`src/core/mpp_pkg.sv`:
```
// Constants and types shared by the meter setting and post-processing block.
// Assumes a single 10 MHz clock; all slower timing comes from a tick enable.
package mpp_pkg;

    ////////////////////////////////////////////////////////////////////////
    // Timing.
    localparam int CLK_NS = 100;
    localparam int TICK_MS = 100;
    localparam int TICK_CYC = TICK_MS * 1000000 / CLK_NS;
    localparam int HOLD_ENTER_MS = 3000;
    localparam int HOLD_BACK_MS = 1000;
    localparam logic [5:0] HOLD_ENTER_TK = 6'(HOLD_ENTER_MS / TICK_MS);
    localparam logic [5:0] HOLD_BACK_TK = 6'(HOLD_BACK_MS / TICK_MS);

    ////////////////////////////////////////////////////////////////////////
    // Setting ranges, in tenths of a second, display digits or colour mode codes.
    localparam logic [7:0] TMO_MAX = 8'hc7;
    localparam logic [9:0] STUP_MAX = 10'h3e7;
    localparam logic [6:0] LIM_MAX = 7'h63;
    localparam logic [1:0] COLOR_MAX = 2'h3;
    localparam logic signed [15:0] MOVE_MIN = 16'shf831;
    localparam logic signed [15:0] MOVE_MAX = 16'sh270f;
    localparam logic signed [15:0] ADMIT_CODE = 16'shff57;

    ////////////////////////////////////////////////////////////////////////
    // Values after reset.
    localparam logic [7:0] TMO_RST = 8'h32;
    localparam logic [9:0] STUP_RST = 10'h000;
    localparam logic LIM_EN_RST = 1'b0;
    localparam logic [6:0] LIM_RST = 7'h00;
    localparam logic [1:0] COLOR_RST = 2'h2;

    ////////////////////////////////////////////////////////////////////////
    // Colour modes, level indicator codes and key bit positions.
    localparam logic [1:0] COL_GREEN = 2'h0;
    localparam logic [1:0] COL_RED = 2'h1;
    localparam logic [1:0] COL_G2R = 2'h2;
    localparam logic [1:0] COL_R2G = 2'h3;
    localparam logic [3:0] IND_OP = 4'h0;
    localparam logic [3:0] IND_INIT = 4'h5;
    localparam logic [3:0] IND_ADV = 4'hf;
    localparam int K_LVL = 0;
    localparam int K_MODE = 1;
    localparam int K_SHIFT = 2;
    localparam int K_UP = 3;

    ////////////////////////////////////////////////////////////////////////
    // Parameter selection codes.
    localparam logic [2:0] P_MOVE = 3'h0;
    localparam logic [2:0] P_TMO = 3'h1;
    localparam logic [2:0] P_STUP = 3'h2;
    localparam logic [2:0] P_CLEN = 3'h3;
    localparam logic [2:0] P_LIM = 3'h4;
    localparam logic [2:0] P_COLOR = 3'h5;

    ////////////////////////////////////////////////////////////////////////
    // Register byte offsets.
    localparam logic [7:0] A_TMO = 8'h00;
    localparam logic [7:0] A_STUP = 8'h04;
    localparam logic [7:0] A_CLAMP = 8'h08;
    localparam logic [7:0] A_COLOR = 8'h0c;
    localparam logic [7:0] A_STAT = 8'h10;

    typedef enum logic [1:0] {LV_OP, LV_INIT, LV_ADV} mpp_lv_t;
    typedef enum logic [1:0] {VW_NAME, VW_SHOW, VW_EDIT} mpp_vw_t;

endpackage

```
`src/core/mpp_sync.sv`:
```
// Three-stage pin synchroniser; a change counts once stages two and three
// agree. Assumes the inputs are asynchronous to mclk.
`timescale 1ns/1ps
module mpp_sync #(
    parameter int WIDTH = 1
) (
    // Clock and reset.
    input wire logic mclk,
    input wire logic rstn,
    // Pins in, clean levels out.
    input wire logic [WIDTH-1:0] din,
    output logic [WIDTH-1:0] dout
);

    typedef struct packed {
        logic [WIDTH-1:0] s1;
        logic [WIDTH-1:0] s2;
        logic [WIDTH-1:0] s3;
        logic [WIDTH-1:0] q;
    } mpp_sync_st_t;

    mpp_sync_st_t st_r;
    mpp_sync_st_t st_nxt;

    always_comb
    begin
        st_nxt = st_r;
        st_nxt.s1 = din;
        st_nxt.s2 = st_r.s1;
        st_nxt.s3 = st_r.s2;
        st_nxt.q = (st_r.s2 & st_r.s3) | (st_r.q & (st_r.s2 ^ st_r.s3));
    end

    always_ff @(posedge mclk or negedge rstn)
    begin
        if (!rstn)
        begin
            st_r <= '0;
        end
        else
        begin
            st_r <= st_nxt;
        end
    end

    assign dout = st_r.q;

endmodule

```
`src/core/mpp_tick.sv`:
```
// Divider giving a one-cycle enable every CYC clocks.
// Assumes CYC is at least two.
`timescale 1ns/1ps
module mpp_tick #(
    parameter int CYC = 2
) (
    // Clock and reset.
    input wire logic mclk,
    input wire logic rstn,
    // Enable pulse.
    output logic tick
);

    localparam int CW = $clog2(CYC);

    typedef struct packed {
        logic [CW-1:0] cnt;
        logic tk;
    } mpp_tick_st_t;

    mpp_tick_st_t st_r;
    mpp_tick_st_t st_nxt;

    always_comb
    begin
        st_nxt = st_r;
        st_nxt.tk = 1'b0;
        if (st_r.cnt == CW'(CYC - 1))
        begin
            st_nxt.cnt = '0;
            st_nxt.tk = 1'b1;
        end
        else
        begin
            st_nxt.cnt = st_r.cnt + 1'b1;
        end
    end

    always_ff @(posedge mclk or negedge rstn)
    begin
        if (!rstn)
        begin
            st_r <= '0;
        end
        else
        begin
            st_r <= st_nxt;
        end
    end

    assign tick = st_r.tk;

endmodule

```
`src/core/mpp_top.sv`:
```
// Meter setting levels, auto-zero, start-up delay, zero clamp and colour.
// Assumes key and pulse pins are asynchronous; process value, comparative
// output and the register port are synchronous to mclk.
//
// How it works
// Auto-zero time held in tenths of a second, 0.0 to 19.9.
// No pulse for the auto-zero time forces the readout to zero.
// User must set auto-zero longer than the longest pulse interval.
// Start-up delay held in tenths of a second, 0.0 to 99.9.
// After reset nothing is shown until the start-up delay ends.
// Zero clamp can be switched off; then values pass unclamped.
// Zero clamp threshold is settable from 0 to 99 digits.
// With clamp on, values below the threshold display as zero.
// Four colour modes; switching modes follow the comparative output.
// Level key held three seconds at operation enters level 5.
// Code -0169 committed in the move parameter enters level F.
// Second shift press enters the blinking change state.
// Mode key commits the edited value, then shows the next parameter; the code stores no move value and stays on move unless -0169 is committed.
// Level key held one second steps back one level.
// Each rising pulse edge restarts the auto-zero timer; readout resumes.
`timescale 1ns/1ps
module mpp_top
    import mpp_pkg::*;
#(
    parameter int TICK_CYC = mpp_pkg::TICK_CYC
) (
    // Clock and reset.
    input wire logic mclk,
    input wire logic rstn,
    // Front-panel key pins: level, mode, shift, up.
    input wire logic [3:0] key_pin,
    // Pulse input pin.
    input wire logic pulse_pin,
    // Measurement side.
    input wire logic signed [15:0] proc_value,
    input wire logic cmp_on,
    // Register port.
    input wire logic [7:0] reg_addr,
    input wire logic [31:0] reg_wdata,
    input wire logic reg_wr,
    input wire logic reg_rd,
    output logic [31:0] reg_rdata,
    // Display side.
    output logic signed [15:0] disp_value,
    output logic disp_valid,
    output logic readout_zero,
    output logic color_red,
    output logic color_green,
    output logic [3:0] level_ind,
    output logic [2:0] param_sel,
    output logic show_value,
    output logic blink,
    output logic signed [15:0] edit_value
);
    import mpp_pkg::*;

    typedef struct packed {
        mpp_lv_t level;
        mpp_vw_t view;
        logic [2:0] param;
        logic signed [15:0] edit;
        logic [7:0] pulse_timeout_time;
        logic [9:0] startup_delay_time;
        logic clamp_enable;
        logic [6:0] lim;
        logic [1:0] color;
        logic [3:0] key_prev;
        logic [5:0] lvl_cnt;
        logic lvl_done;
        logic [7:0] az_cnt;
        logic az;
        logic pls_prev;
        logic [9:0] st_cnt;
        logic run;
        logic signed [15:0] disp;
        logic red;
        logic green;
        logic [3:0] ind;
        logic shw;
        logic blk;
        logic [31:0] rdata;
    } mpp_main_st_t;

    mpp_main_st_t st_r;
    mpp_main_st_t st_nxt;
    logic [4:0] pins_s;
    logic [3:0] keys_s;
    logic pulse_s;
    logic tick;
    logic [3:0] kp;

    ////////////////////////////////////////////////////////////////////////
    // Pin synchroniser and tenth-second tick.
    mpp_sync #(.WIDTH(5)) u_sync (
        .mclk(mclk),
        .rstn(rstn),
        .din({pulse_pin, key_pin}),
        .dout(pins_s)
    );

    mpp_tick #(.CYC(TICK_CYC)) u_tick (
        .mclk(mclk),
        .rstn(rstn),
        .tick(tick)
    );

    assign keys_s = pins_s[3:0];
    assign pulse_s = pins_s[4];
    assign kp = keys_s & ~st_r.key_prev;

    ////////////////////////////////////////////////////////////////////////
    // Parameter range and value decoding.
    function automatic logic signed [15:0] pmin(input logic [2:0] p);
        pmin = (p == P_MOVE) ? MOVE_MIN : 16'sh0000;
    endfunction

    function automatic logic signed [15:0] pmax(input logic [2:0] p);
        case (p)
            P_MOVE: pmax = MOVE_MAX;
            P_TMO: pmax = {8'h00, TMO_MAX};
            P_STUP: pmax = {6'h00, STUP_MAX};
            P_CLEN: pmax = 16'sh0001;
            P_LIM: pmax = {9'h000, LIM_MAX};
            default: pmax = {14'h0000, COLOR_MAX};
        endcase
    endfunction

    function automatic logic signed [15:0] pget(input mpp_main_st_t s);
        case (s.param)
            P_TMO: pget = {8'h00, s.pulse_timeout_time};
            P_STUP: pget = {6'h00, s.startup_delay_time};
            P_CLEN: pget = {15'h0000, s.clamp_enable};
            P_LIM: pget = {9'h000, s.lim};
            P_COLOR: pget = {14'h0000, s.color};
            default: pget = 16'sh0000;
        endcase
    endfunction

    function automatic logic [2:0] pnext(input logic [2:0] p,
                                         input logic en);
        case (p)
            P_TMO: pnext = P_STUP;
            P_STUP: pnext = P_CLEN;
            P_CLEN: pnext = en ? P_LIM : P_COLOR;
            P_LIM: pnext = P_COLOR;
            default: pnext = P_TMO;
        endcase
    endfunction

    ////////////////////////////////////////////////////////////////////////
    // Next-state logic.
    always_comb
    begin
        st_nxt = st_r;
        st_nxt.key_prev = keys_s;
        st_nxt.pls_prev = pulse_s;
        st_nxt.rdata = 32'h0000_0000;
        if (st_r.st_cnt >= st_r.startup_delay_time)
        begin
            st_nxt.run = 1'b1;
        end
        else if (tick)
        begin
            st_nxt.st_cnt = st_r.st_cnt + 10'h001;
        end
        if (pulse_s && !st_r.pls_prev)
        begin
            st_nxt.az_cnt = 8'h00;
            st_nxt.az = 1'b0;
        end
        else
        begin
            if (tick && st_r.az_cnt != 8'hff)
            begin
                st_nxt.az_cnt = st_r.az_cnt + 8'h01;
            end
            st_nxt.az = st_r.az_cnt >= st_r.pulse_timeout_time;
        end
        if (!st_r.run || st_r.az)
        begin
            st_nxt.disp = 16'sh0000;
        end
        else if (st_r.clamp_enable &&
                 proc_value < $signed({9'h000, st_r.lim}))
        begin
            st_nxt.disp = 16'sh0000;
        end
        else
        begin
            st_nxt.disp = proc_value;
        end
        unique case (st_r.color)
            COL_GREEN: st_nxt.red = 1'b0;
            COL_RED: st_nxt.red = 1'b1;
            COL_G2R: st_nxt.red = cmp_on;
            COL_R2G: st_nxt.red = !cmp_on;
        endcase
        if (!keys_s[K_LVL])
        begin
            st_nxt.lvl_cnt = 6'h00;
            st_nxt.lvl_done = 1'b0;
        end
        else if (tick && st_r.lvl_cnt != 6'h3f)
        begin
            st_nxt.lvl_cnt = st_r.lvl_cnt + 6'h01;
        end
        if (keys_s[K_LVL] && !st_r.lvl_done &&
            st_r.level == LV_OP && st_r.lvl_cnt >= HOLD_ENTER_TK)
        begin
            st_nxt.level = LV_INIT;
            st_nxt.param = P_MOVE;
            st_nxt.view = VW_NAME;
            st_nxt.lvl_done = 1'b1;
        end
        else if (keys_s[K_LVL] && !st_r.lvl_done &&
                 st_r.level != LV_OP && st_r.lvl_cnt >= HOLD_BACK_TK)
        begin
            st_nxt.level = (st_r.level == LV_ADV) ? LV_INIT : LV_OP;
            st_nxt.param = P_MOVE;
            st_nxt.view = VW_NAME;
            st_nxt.lvl_done = 1'b1;
        end
        else if (st_r.level != LV_OP && kp[K_SHIFT])
        begin
            unique case (st_r.view)
                VW_NAME:
                begin
                    st_nxt.view = VW_SHOW;
                    st_nxt.edit = pget(st_r);
                end
                VW_SHOW: st_nxt.view = VW_EDIT;
                VW_EDIT: st_nxt.edit = (st_r.edit == pmin(st_r.param)) ?
                    pmax(st_r.param) : st_r.edit - 16'sh0001;
                default: st_nxt.view = VW_NAME;
            endcase
        end
        else if (st_r.level != LV_OP && kp[K_UP] && st_r.view == VW_EDIT)
        begin
            st_nxt.edit = (st_r.edit == pmax(st_r.param)) ?
                pmin(st_r.param) : st_r.edit + 16'sh0001;
        end
        else if (st_r.level != LV_OP && kp[K_MODE])
        begin
            st_nxt.view = VW_NAME;
            if (st_r.param == P_MOVE)
            begin
                if (st_r.view == VW_EDIT && st_r.edit == ADMIT_CODE)
                begin
                    st_nxt.level = LV_ADV;
                    st_nxt.param = P_TMO;
                end
            end
            else
            begin
                if (st_r.view == VW_EDIT)
                begin
                    case (st_r.param)
                        P_TMO: st_nxt.pulse_timeout_time = st_r.edit[7:0];
                        P_STUP: st_nxt.startup_delay_time = st_r.edit[9:0];
                        P_CLEN: st_nxt.clamp_enable = st_r.edit[0];
                        P_LIM: st_nxt.lim = st_r.edit[6:0];
                        default: st_nxt.color = st_r.edit[1:0];
                    endcase
                end
                st_nxt.param = pnext(st_r.param, st_nxt.clamp_enable);
            end
        end
        if (reg_wr)
        begin
            case (reg_addr)
                A_TMO: st_nxt.pulse_timeout_time = (reg_wdata[7:0] > TMO_MAX)
                    ? TMO_MAX : reg_wdata[7:0];
                A_STUP: st_nxt.startup_delay_time =
                    (reg_wdata[9:0] > STUP_MAX) ? STUP_MAX : reg_wdata[9:0];
                A_CLAMP:
                begin
                    st_nxt.clamp_enable = reg_wdata[0];
                    st_nxt.lim = (reg_wdata[14:8] > LIM_MAX) ? LIM_MAX :
                        reg_wdata[14:8];
                end
                A_COLOR: st_nxt.color = reg_wdata[1:0];
                default: st_nxt.color = st_r.color;
            endcase
        end
        if (reg_rd)
        begin
            case (reg_addr)
                A_TMO: st_nxt.rdata = {24'h000000, st_r.pulse_timeout_time};
                A_STUP: st_nxt.rdata = {22'h000000, st_r.startup_delay_time};
                A_CLAMP: st_nxt.rdata = {17'h00000, st_r.lim, 7'h00,
                                         st_r.clamp_enable};
                A_COLOR: st_nxt.rdata = {30'h00000000, st_r.color};
                A_STAT: st_nxt.rdata = {17'h00000, st_r.param, 2'h0,
                                        st_r.view, 2'h0, st_r.level, 2'h0,
                                        st_r.az, st_r.run};
                default: st_nxt.rdata = 32'h0000_0000;
            endcase
        end
        st_nxt.green = !st_nxt.red;
        st_nxt.ind = (st_nxt.level == LV_INIT) ? IND_INIT :
            (st_nxt.level == LV_ADV) ? IND_ADV : IND_OP;
        st_nxt.shw = st_nxt.view != VW_NAME;
        st_nxt.blk = st_nxt.view == VW_EDIT;
    end

    always_ff @(posedge mclk or negedge rstn)
    begin
        if (!rstn)
        begin
            st_r <= '0;
            st_r.pulse_timeout_time <= TMO_RST;
            st_r.startup_delay_time <= STUP_RST;
            st_r.clamp_enable <= LIM_EN_RST;
            st_r.lim <= LIM_RST;
            st_r.color <= COLOR_RST;
            st_r.green <= 1'b1;
        end
        else
        begin
            st_r <= st_nxt;
        end
    end

    ////////////////////////////////////////////////////////////////////////
    // Outputs.
    assign reg_rdata = st_r.rdata;
    assign disp_value = st_r.disp;
    assign disp_valid = st_r.run;
    assign readout_zero = st_r.az;
    assign color_red = st_r.red;
    assign color_green = st_r.green;
    assign level_ind = st_r.ind;
    assign param_sel = st_r.param;
    assign show_value = st_r.shw;
    assign blink = st_r.blk;
    assign edit_value = st_r.edit;
endmodule

```
`config.mk`:
```
export PLATFORM = sky130hd
export DESIGN_NAME = mpp_top
export DESIGN_NICKNAME = d
export VERILOG_FILES = /design/src/core/mpp_pkg.sv /design/src/core/mpp_sync.sv /design/src/core/mpp_tick.sv /design/src/core/mpp_top.sv
export SDC_FILE = /design/constraint.sdc
export NUM_CORES = 1
export LEC_CHECK = 0
export BUFFER_PORTS_ARGS = -buffer_cell sky130_fd_sc_hd__buf_4
export CAP_MARGIN = 25
export CORE_MARGIN = 1
export CORE_UTILIZATION = 52
export DETAILED_ROUTE_END_ITERATION = 8
export HOLD_SLACK_MARGIN = 0.12
export PLACE_DENSITY_LB_ADDON = 0.15
export SLEW_MARGIN = 15
export SYNTH_ARGS = -nofsm -noshare
export SYNTH_HDL_FRONTEND = slang
export SYNTH_SLANG_ARGS = --single-unit
export TNS_END_PERCENT = 20
```
`constraint.sdc`:
```
create_clock -name mclk -period 2.4 [get_ports mclk]
set_clock_uncertainty 0.05 [all_clocks]
set_input_delay 0.36 -clock mclk [delete_from_list [all_inputs] [get_ports mclk]]
set_output_delay 0.36 -clock mclk [all_outputs]
set_load 0.005 [all_outputs]
```
After elaboration in Yosys (flattened, before gate mapping)
Index checks and enable logic that the tools add are counted.

$lt $le $gt $ge: 8. Add/subtract/negate cells: 6. Reductions and logical operators: 35. Equality and inequality tests: 31. Bitwise gates (word level): 9. Multiplexer cells: 69.

Operator list (count): two-way mux 28 bit (14); two-way mux 16 bit (11); one-hot mux 15 bit (5 select lines) (1); one-hot mux 14 bit (5 select lines) (1); one-hot mux 10 bit (5 select lines) (1); two-way mux 7 bit (6); two-way mux 8 bit (5); == test 16 bit (2); one-hot mux 16 bit (2 select lines) (1); two-way mux 10 bit (3); adder 20 x 1 -> 20 bit (second input constant) (1); == test 20 bit (second input constant) (1); two-way mux 20 bit (1); adder 16 x 2 -> 16 bit (second input constant) (1); == test 16 x 9 -> 1 bit (second input constant) (1); == test 8 x 4 -> 1 bit (second input constant) (2); < comparator 16 x 8 -> 1 bit (1); subtractor 16 x 2 -> 16 bit (second input constant) (1); two-way mux 15 bit (1); logical AND 1 bit (14); == test 2 bit (second input constant) (6); two-way mux 6 bit (2); one-hot mux 3 bit (4 select lines) (1); adder 10 x 1 -> 10 bit (second input constant) (1); other kinds (47) (79).

Register bits after elaboration: 180.

Longest topological paths before layout
Word-level depth: 21. Gate-level depth with buffers: 12.

Cells and area by module
Synthesis repeated with hierarchy kept, for this count alone.

Cell total of the unflattened synthesis: 1055. Area, all modules: 9913.3 µm².

By module, submodules not included: mpp_top (area an instance 8204.1 µm², instances 1, cells an instance 922); mpp_tick (area an instance 1071.0 µm², instances 1, cells an instance 98); mpp_sync (area an instance 638.1 µm², instances 1, cells an instance 35).

Least setup slack after synthesis
Ideal clock, no wire load.

Kind: reg2reg. From: reg st_r[135] (netlist bit). To: reg st_r[114] (netlist bit). Setup slack: -0.134 ns. Setup time: 0.137 ns. Data required time: 2.213 ns. Stages on the path, launching flop included: 13. Arrival time: 2.347 ns. Cells stage by stage: dfrtp_1 -> inv_1 -> ha_1 -> clkbuf_1 -> inv_1 -> or3_1 -> or3_1 -> buf_2 -> nor3b_4 -> buf_2 -> nor2_1 -> a21oi_1 -> a21oi_1.

RTL lines: start: declaration (RTL line mpp_top.sv:84) `mpp_main_st_t st_r;`; start signal: assignment (RTL line mpp_top.sv:320) `st_r <= st_nxt;`.

Worst setup path in the final report
From: reg st_r, in the netlist param_sel[0]. To: reg st_r, in the netlist edit_value[2].

Longest elaborated chain between the ends: 10.

Ends and longest elaborated chain: == test 3 bit, or another cell as far along (RTL line mpp_top.sv:118, mpp_top.sv:129); one-hot mux 14 bit (5 select lines) (RTL line mpp_top.sv:118) `case (p)`; two-way mux 16 bit (RTL line mpp_top.sv:237) `else if (st_r.level != LV_OP && kp[K_UP] && st_r.view == VW_EDIT)`; two-way mux 16 bit (RTL line mpp_top.sv:223) `else if (st_r.level != LV_OP && kp[K_SHIFT])`; two-way mux 16 bit (RTL line mpp_top.sv:215) `else if (keys_s[K_LVL] && !st_r.lvl_done &&`; two-way mux 16 bit (RTL line mpp_top.sv:207) `if (keys_s[K_LVL] && !st_r.lvl_done &&`; == test 16 bit (RTL line mpp_top.sv:239) `st_nxt.edit = (st_r.edit == pmax(st_r.param)) ?`; two-way mux 16 bit (RTL line mpp_top.sv:239); two-way mux 16 bit (RTL line mpp_top.sv:237); two-way mux 16 bit * (RTL line mpp_top.sv:223).

Mark *: on every way between the ends. The rest lies on a longest branch, timed or not. The select of a mux whose other input is x is not followed. A chain may end at the register's enable or synchronous reset.

==> run_results.csv <==
group,metric,value,unit
final_layout,final_util,66.5,%
global_route,grt_max_degree,54,
sta,max_slew_margin,57.6,%
floorplan,core-area,17500,µm²
sta,final-setup-viol-count,15,
min_path,hp-class,"input port to flip-flop",
clocking,ctsRootBufferMaster,"sky130_fd_sc_hd__clkbuf_16",
sta,post-route-period-util,104,%
setup_path,setup.worst_path.end_class,"flip-flop",
sta,final.min_clock_period,2.51,ns
power,p_per_area,508,nW/µm²
global_route,gr-total-overflow,0,
final_layout,multi_input_comb_area,4640,µm²
min_path,hold_path.startpoint,"reg_wdata[3]",
global_route,grt_pass1_vias,7741,
synthesis,synth_async_sr_flop_share,100,%
route,viasPerCell,5.71,
min_path,whs_path_depth,2,
setup_path,reg2reg_setup_slack,-0.11,ns
final_layout,register_area,4010,µm²
power,internal-power,4500,µW
setup_path,critical_path_required,2.66,ns
final_layout,drive_gt1_share,24.5,%
synthesis,netlist_area,9400,µm²
global_route,met1_usage,38.7,%
global_route,grt_pass1_wl,40.4,mm
sta,final-hold-violation-count,0,
synthesis,synthDominantAreaCellType,"sky130_fd_sc_hd__dfrtp_1",
sta,setup_tns,-0.633,ns
clocking,cts_tree,"done",
power,sw_frac_of_total,23.7,%
route,dr.pass1.iters,6,
setup_path,crit_chain,"or4b_4, nor3_4, a211oi_2, or4_1, buf_6, and4b_1, nor3_2, o21ai_1",
clocking,clock_latency,0.44,ns
synthesis,synth_top_cell_area_share,41.3,%
placement,gpl.final_weighted_congestion,0.911,
route,wirelength,25.5,mm
setup_path,critical-path-max-stage-delay,0.56,ns
setup_path,crit-reg2reg-launch,"param_sel[0]",
global_route,grt_met2_use,45.5,%
sta,max_slew.worst_pin.slew,0.635,ns
power,power.share.sequential,47.4,%
final_layout,syn_to_final_growth,23.6,%
synthesis,synth-seq-area-share,42.7,%
global_route,groute.layer.met3.usage,7.08,%
synthesis,yosys_warnings,0,
final_layout,antenna-diode-count,0,
route,drc,0,
final_layout,most-common-layout-cells,"sky130_fd_sc_hd__buf_4 (210), sky130_fd_sc_hd__dfrtp_1 (153), sky130_fd_sc_hd__nor2_1 (106), sky130_fd_sc_hd__a21oi_1 (79), sky130_fd_sc_hd__nand2_1 (56)",
floorplan,area_of_the_die,18600,µm²
run_status,failed_checks,"setup timing",
clocking,h-tree-depth,4,
placement,place_area,10600,µm²
route,drt_iter0_drc,770,
final_layout,num-fill-cells,1431,
sta,count_of_pins_over_their_slew_limit,0,
min_path,holdPathEnd,"st_r[101]",
setup_path,reg2reg_to,"edit_value[2]",
synthesis,synthFlopType,"sky130_fd_sc_hd__dfrtp_1",
setup_path,timing.critical_path.fanout_max,8,
synthesis,ys_top_cells_by_area,"sky130_fd_sc_hd__dfrtp_1 (41%), sky130_fd_sc_hd__buf_4 (5.7%), sky130_fd_sc_hd__ha_1 (5.2%), sky130_fd_sc_hd__nor2_1 (4.3%), sky130_fd_sc_hd__a21oi_1 (4.3%)",
synthesis,netlist-cell-type-count,72,
route,wl_per_cell,18.0,µm
setup_path,crit_path_top_delay_cell,"sky130_fd_sc_hd__or4b_4",
power,p_leak,0.00565,µW
placement,numPortBuffers,108,
power,ir_worst_vdd,528,µV
floorplan,die_width,136,µm
floorplan,die_h,136,µm
synthesis,synthesis.instances,1032,
floorplan,start_util,53.8,%
placement,detailed_place_hpwl,18.6,mm
setup_path,critical_path.startpoint_type,"flip-flop",
clocking,cts.clk_slew.worst_paths,0.07,ns
clocking,cts_max_path_buffers,2,
floorplan,io-pin-count,143,
run_status,result_of_the_run,"finished, violations left",
setup_path,worst_r2r_path_depth,8,
global_route,antenna_found_initial,0,
power,p_sw,1400,µW
global_route,gr-max-usage-layer,"met2",
job,drv.max_cap_violation_count,0,
sta,grt_setup_unrepaired,"yes",
route,final_antenna_net_count,0,
setup_path,worst-endpoint-arrival,2.77,ns
clocking,cts_buf_count,17,
power,p_clk_share,47.3,%
setup_path,critPathKind,"flip-flop to flip-flop",
clocking,clock-sinks,160,
power,comb_power_share,5.3,%
global_route,gr-usage-all-layers,28.7,%
sta,fmax,0.399,GHz
sta,final_critical_path_setup_slack,-0.107,ns
final_layout,layout.cells.most_common,"sky130_fd_sc_hd__buf_4",
synthesis,synth-edff-count,0,
synthesis,post_synth.cell_area_avg,9.11,µm²
final_layout,num-nets-final,1286,
final_layout,finalInstanceArea,11600,µm²
floorplan,placement_rows,48,
route,num_vias,8105,
synthesis,ys_seq_elements,160,
==> power groups by stage <==
stage	registers [µW]	clock network, µW	logic, µW
after detailed placement	2840	0	283
after global placement	2840	0	279
after CTS	2790	2830	315
after floorplan	2830	0	124
after global routing	2800	2950	354
final	2800	2790	313
==> Yosys cell counts (5+ instances only) <==
cell type and number:
sky130_fd_sc_hd__nand4_1 17, sky130_fd_sc_hd__a31oi_1 9, sky130_fd_sc_hd__nor2_1 107, sky130_fd_sc_hd__and2_1 30, sky130_fd_sc_hd__dfstp_2 5, sky130_fd_sc_hd__nand3_1 30
sky130_fd_sc_hd__or4_1 7, sky130_fd_sc_hd__and3_1 24, sky130_fd_sc_hd__a21oi_1 80, sky130_fd_sc_hd__mux2i_1 17, sky130_fd_sc_hd__inv_1 48, sky130_fd_sc_hd__buf_2 11
sky130_fd_sc_hd__or3_1 8, sky130_fd_sc_hd__nand2_1 58, sky130_fd_sc_hd__a211oi_1 7, sky130_fd_sc_hd__ha_1 39, sky130_fd_sc_hd__nor4_1 12, sky130_fd_sc_hd__o22ai_1 6
sky130_fd_sc_hd__o21ai_0 36, sky130_fd_sc_hd__a22o_1 5, sky130_fd_sc_hd__dfrtp_1 155, sky130_fd_sc_hd__nand2b_1 10, sky130_fd_sc_hd__buf_4 71, sky130_fd_sc_hd__a21o_1 13
sky130_fd_sc_hd__nor2b_1 13, sky130_fd_sc_hd__xor2_1 18, sky130_fd_sc_hd__o211ai_1 6, sky130_fd_sc_hd__a22oi_1 23, sky130_fd_sc_hd__nor3_1 20, sky130_fd_sc_hd__xnor2_1 36
sky130_fd_sc_hd__clkbuf_1 38
==> critical path: cells and delay by family, from the launching register on <==
kind            cells  cell delay, ns
buf+inv             1            0.17
flops               1            0.45
compound gates      2            0.16
simple gates        5            1.56
==> worst max path at each step <==
stage	cells past startpoint	endpoint	slack, ns	start
5_1_grt	8	edit_value[2]	-0.20	param_sel[0]
2_1_floorplan	12	st_r[114]	-0.008	st_r[135]
4_1_cts	8	edit_value[2]	-0.11	edit_value[15]
6_report	8	edit_value[2]	-0.11	param_sel[0]
3_5_place_dp	8	edit_value[2]	-0.14	param_sel[0]
3_3_place_gp	8	edit_value[15]	-0.10	param_sel[0]
==> kinds of logic after synthesis <==
logic type	count (synthesis)	share of synthesized area, %
fa+ha+maj	39	5.19
simple gates	361	19.7
buf+inv	173	10.1
xor+xnor	54	5.03
flops	160	42.7
other cells	1	0.0399
compound gates	225	15.2
mux	19	2.05
==> metal layers <==
layer	part of all wire, %	wire, µm
met5	0	0
met4	2.0	504
met3	8.5	2170
met2	45	11600
met1	44	11300
==> what timing repair did <==
| action | 4_1_cts | 5_1_grt |
|---|---|---|
| pin swaps | 6 | 3 |
| buffers inserted | 2 | 5 |
| resized for setup | 11 | 24 |
| hold buffers | 22 | 0 |
| setup endpoints to repair | 19 | 52 |
| hold endpoints to repair | 67 | 0 |
==> sequential cells by signal (all words and copies together) (netlist names) <==
signal         flops
readout_zero       1
u_sync.dout        5
color_green        1
edit_value        16
u_sync.st_r        5
color_red          1
reg_rdata         15
disp_valid         1
param_sel          3
u_sync.st_nxt     10
show_value         1
st_r              61
blink              1
u_tick.st_r       20
u_tick.tick        1
disp_value        16
level_ind          2
==> cell type report <==
cell class	count	share of cell area, %
Multi-Input combinational cell	715	39.9
Tap cell	225	2.42
Clock buffer	19	3.90
Inverter	48	1.55
Timing Repair Buffer	239	16.3
Clock inverter	13	1.30
Sequential cell	160	34.6
==> through the flow <==
step | instances | worst slack, ns | power (µW) | hold WS [ns]
3_3_place_gp | 1358 | -0.101 | 3120 | 0.282
5_1_grt | 1419 | -0.204 | 6110 | 0.131
2_1_floorplan | 1048 | -0.00820 | 2950 | 0.0144
6_report | 1419 | -0.107 | 5900 | 0.139
4_1_cts | 1414 | -0.105 | 5940 | 0.128
3_5_place_dp | 1358 | -0.137 | 3130 | 0.285
No activity file was read; power rests on OpenSTA's default activity.
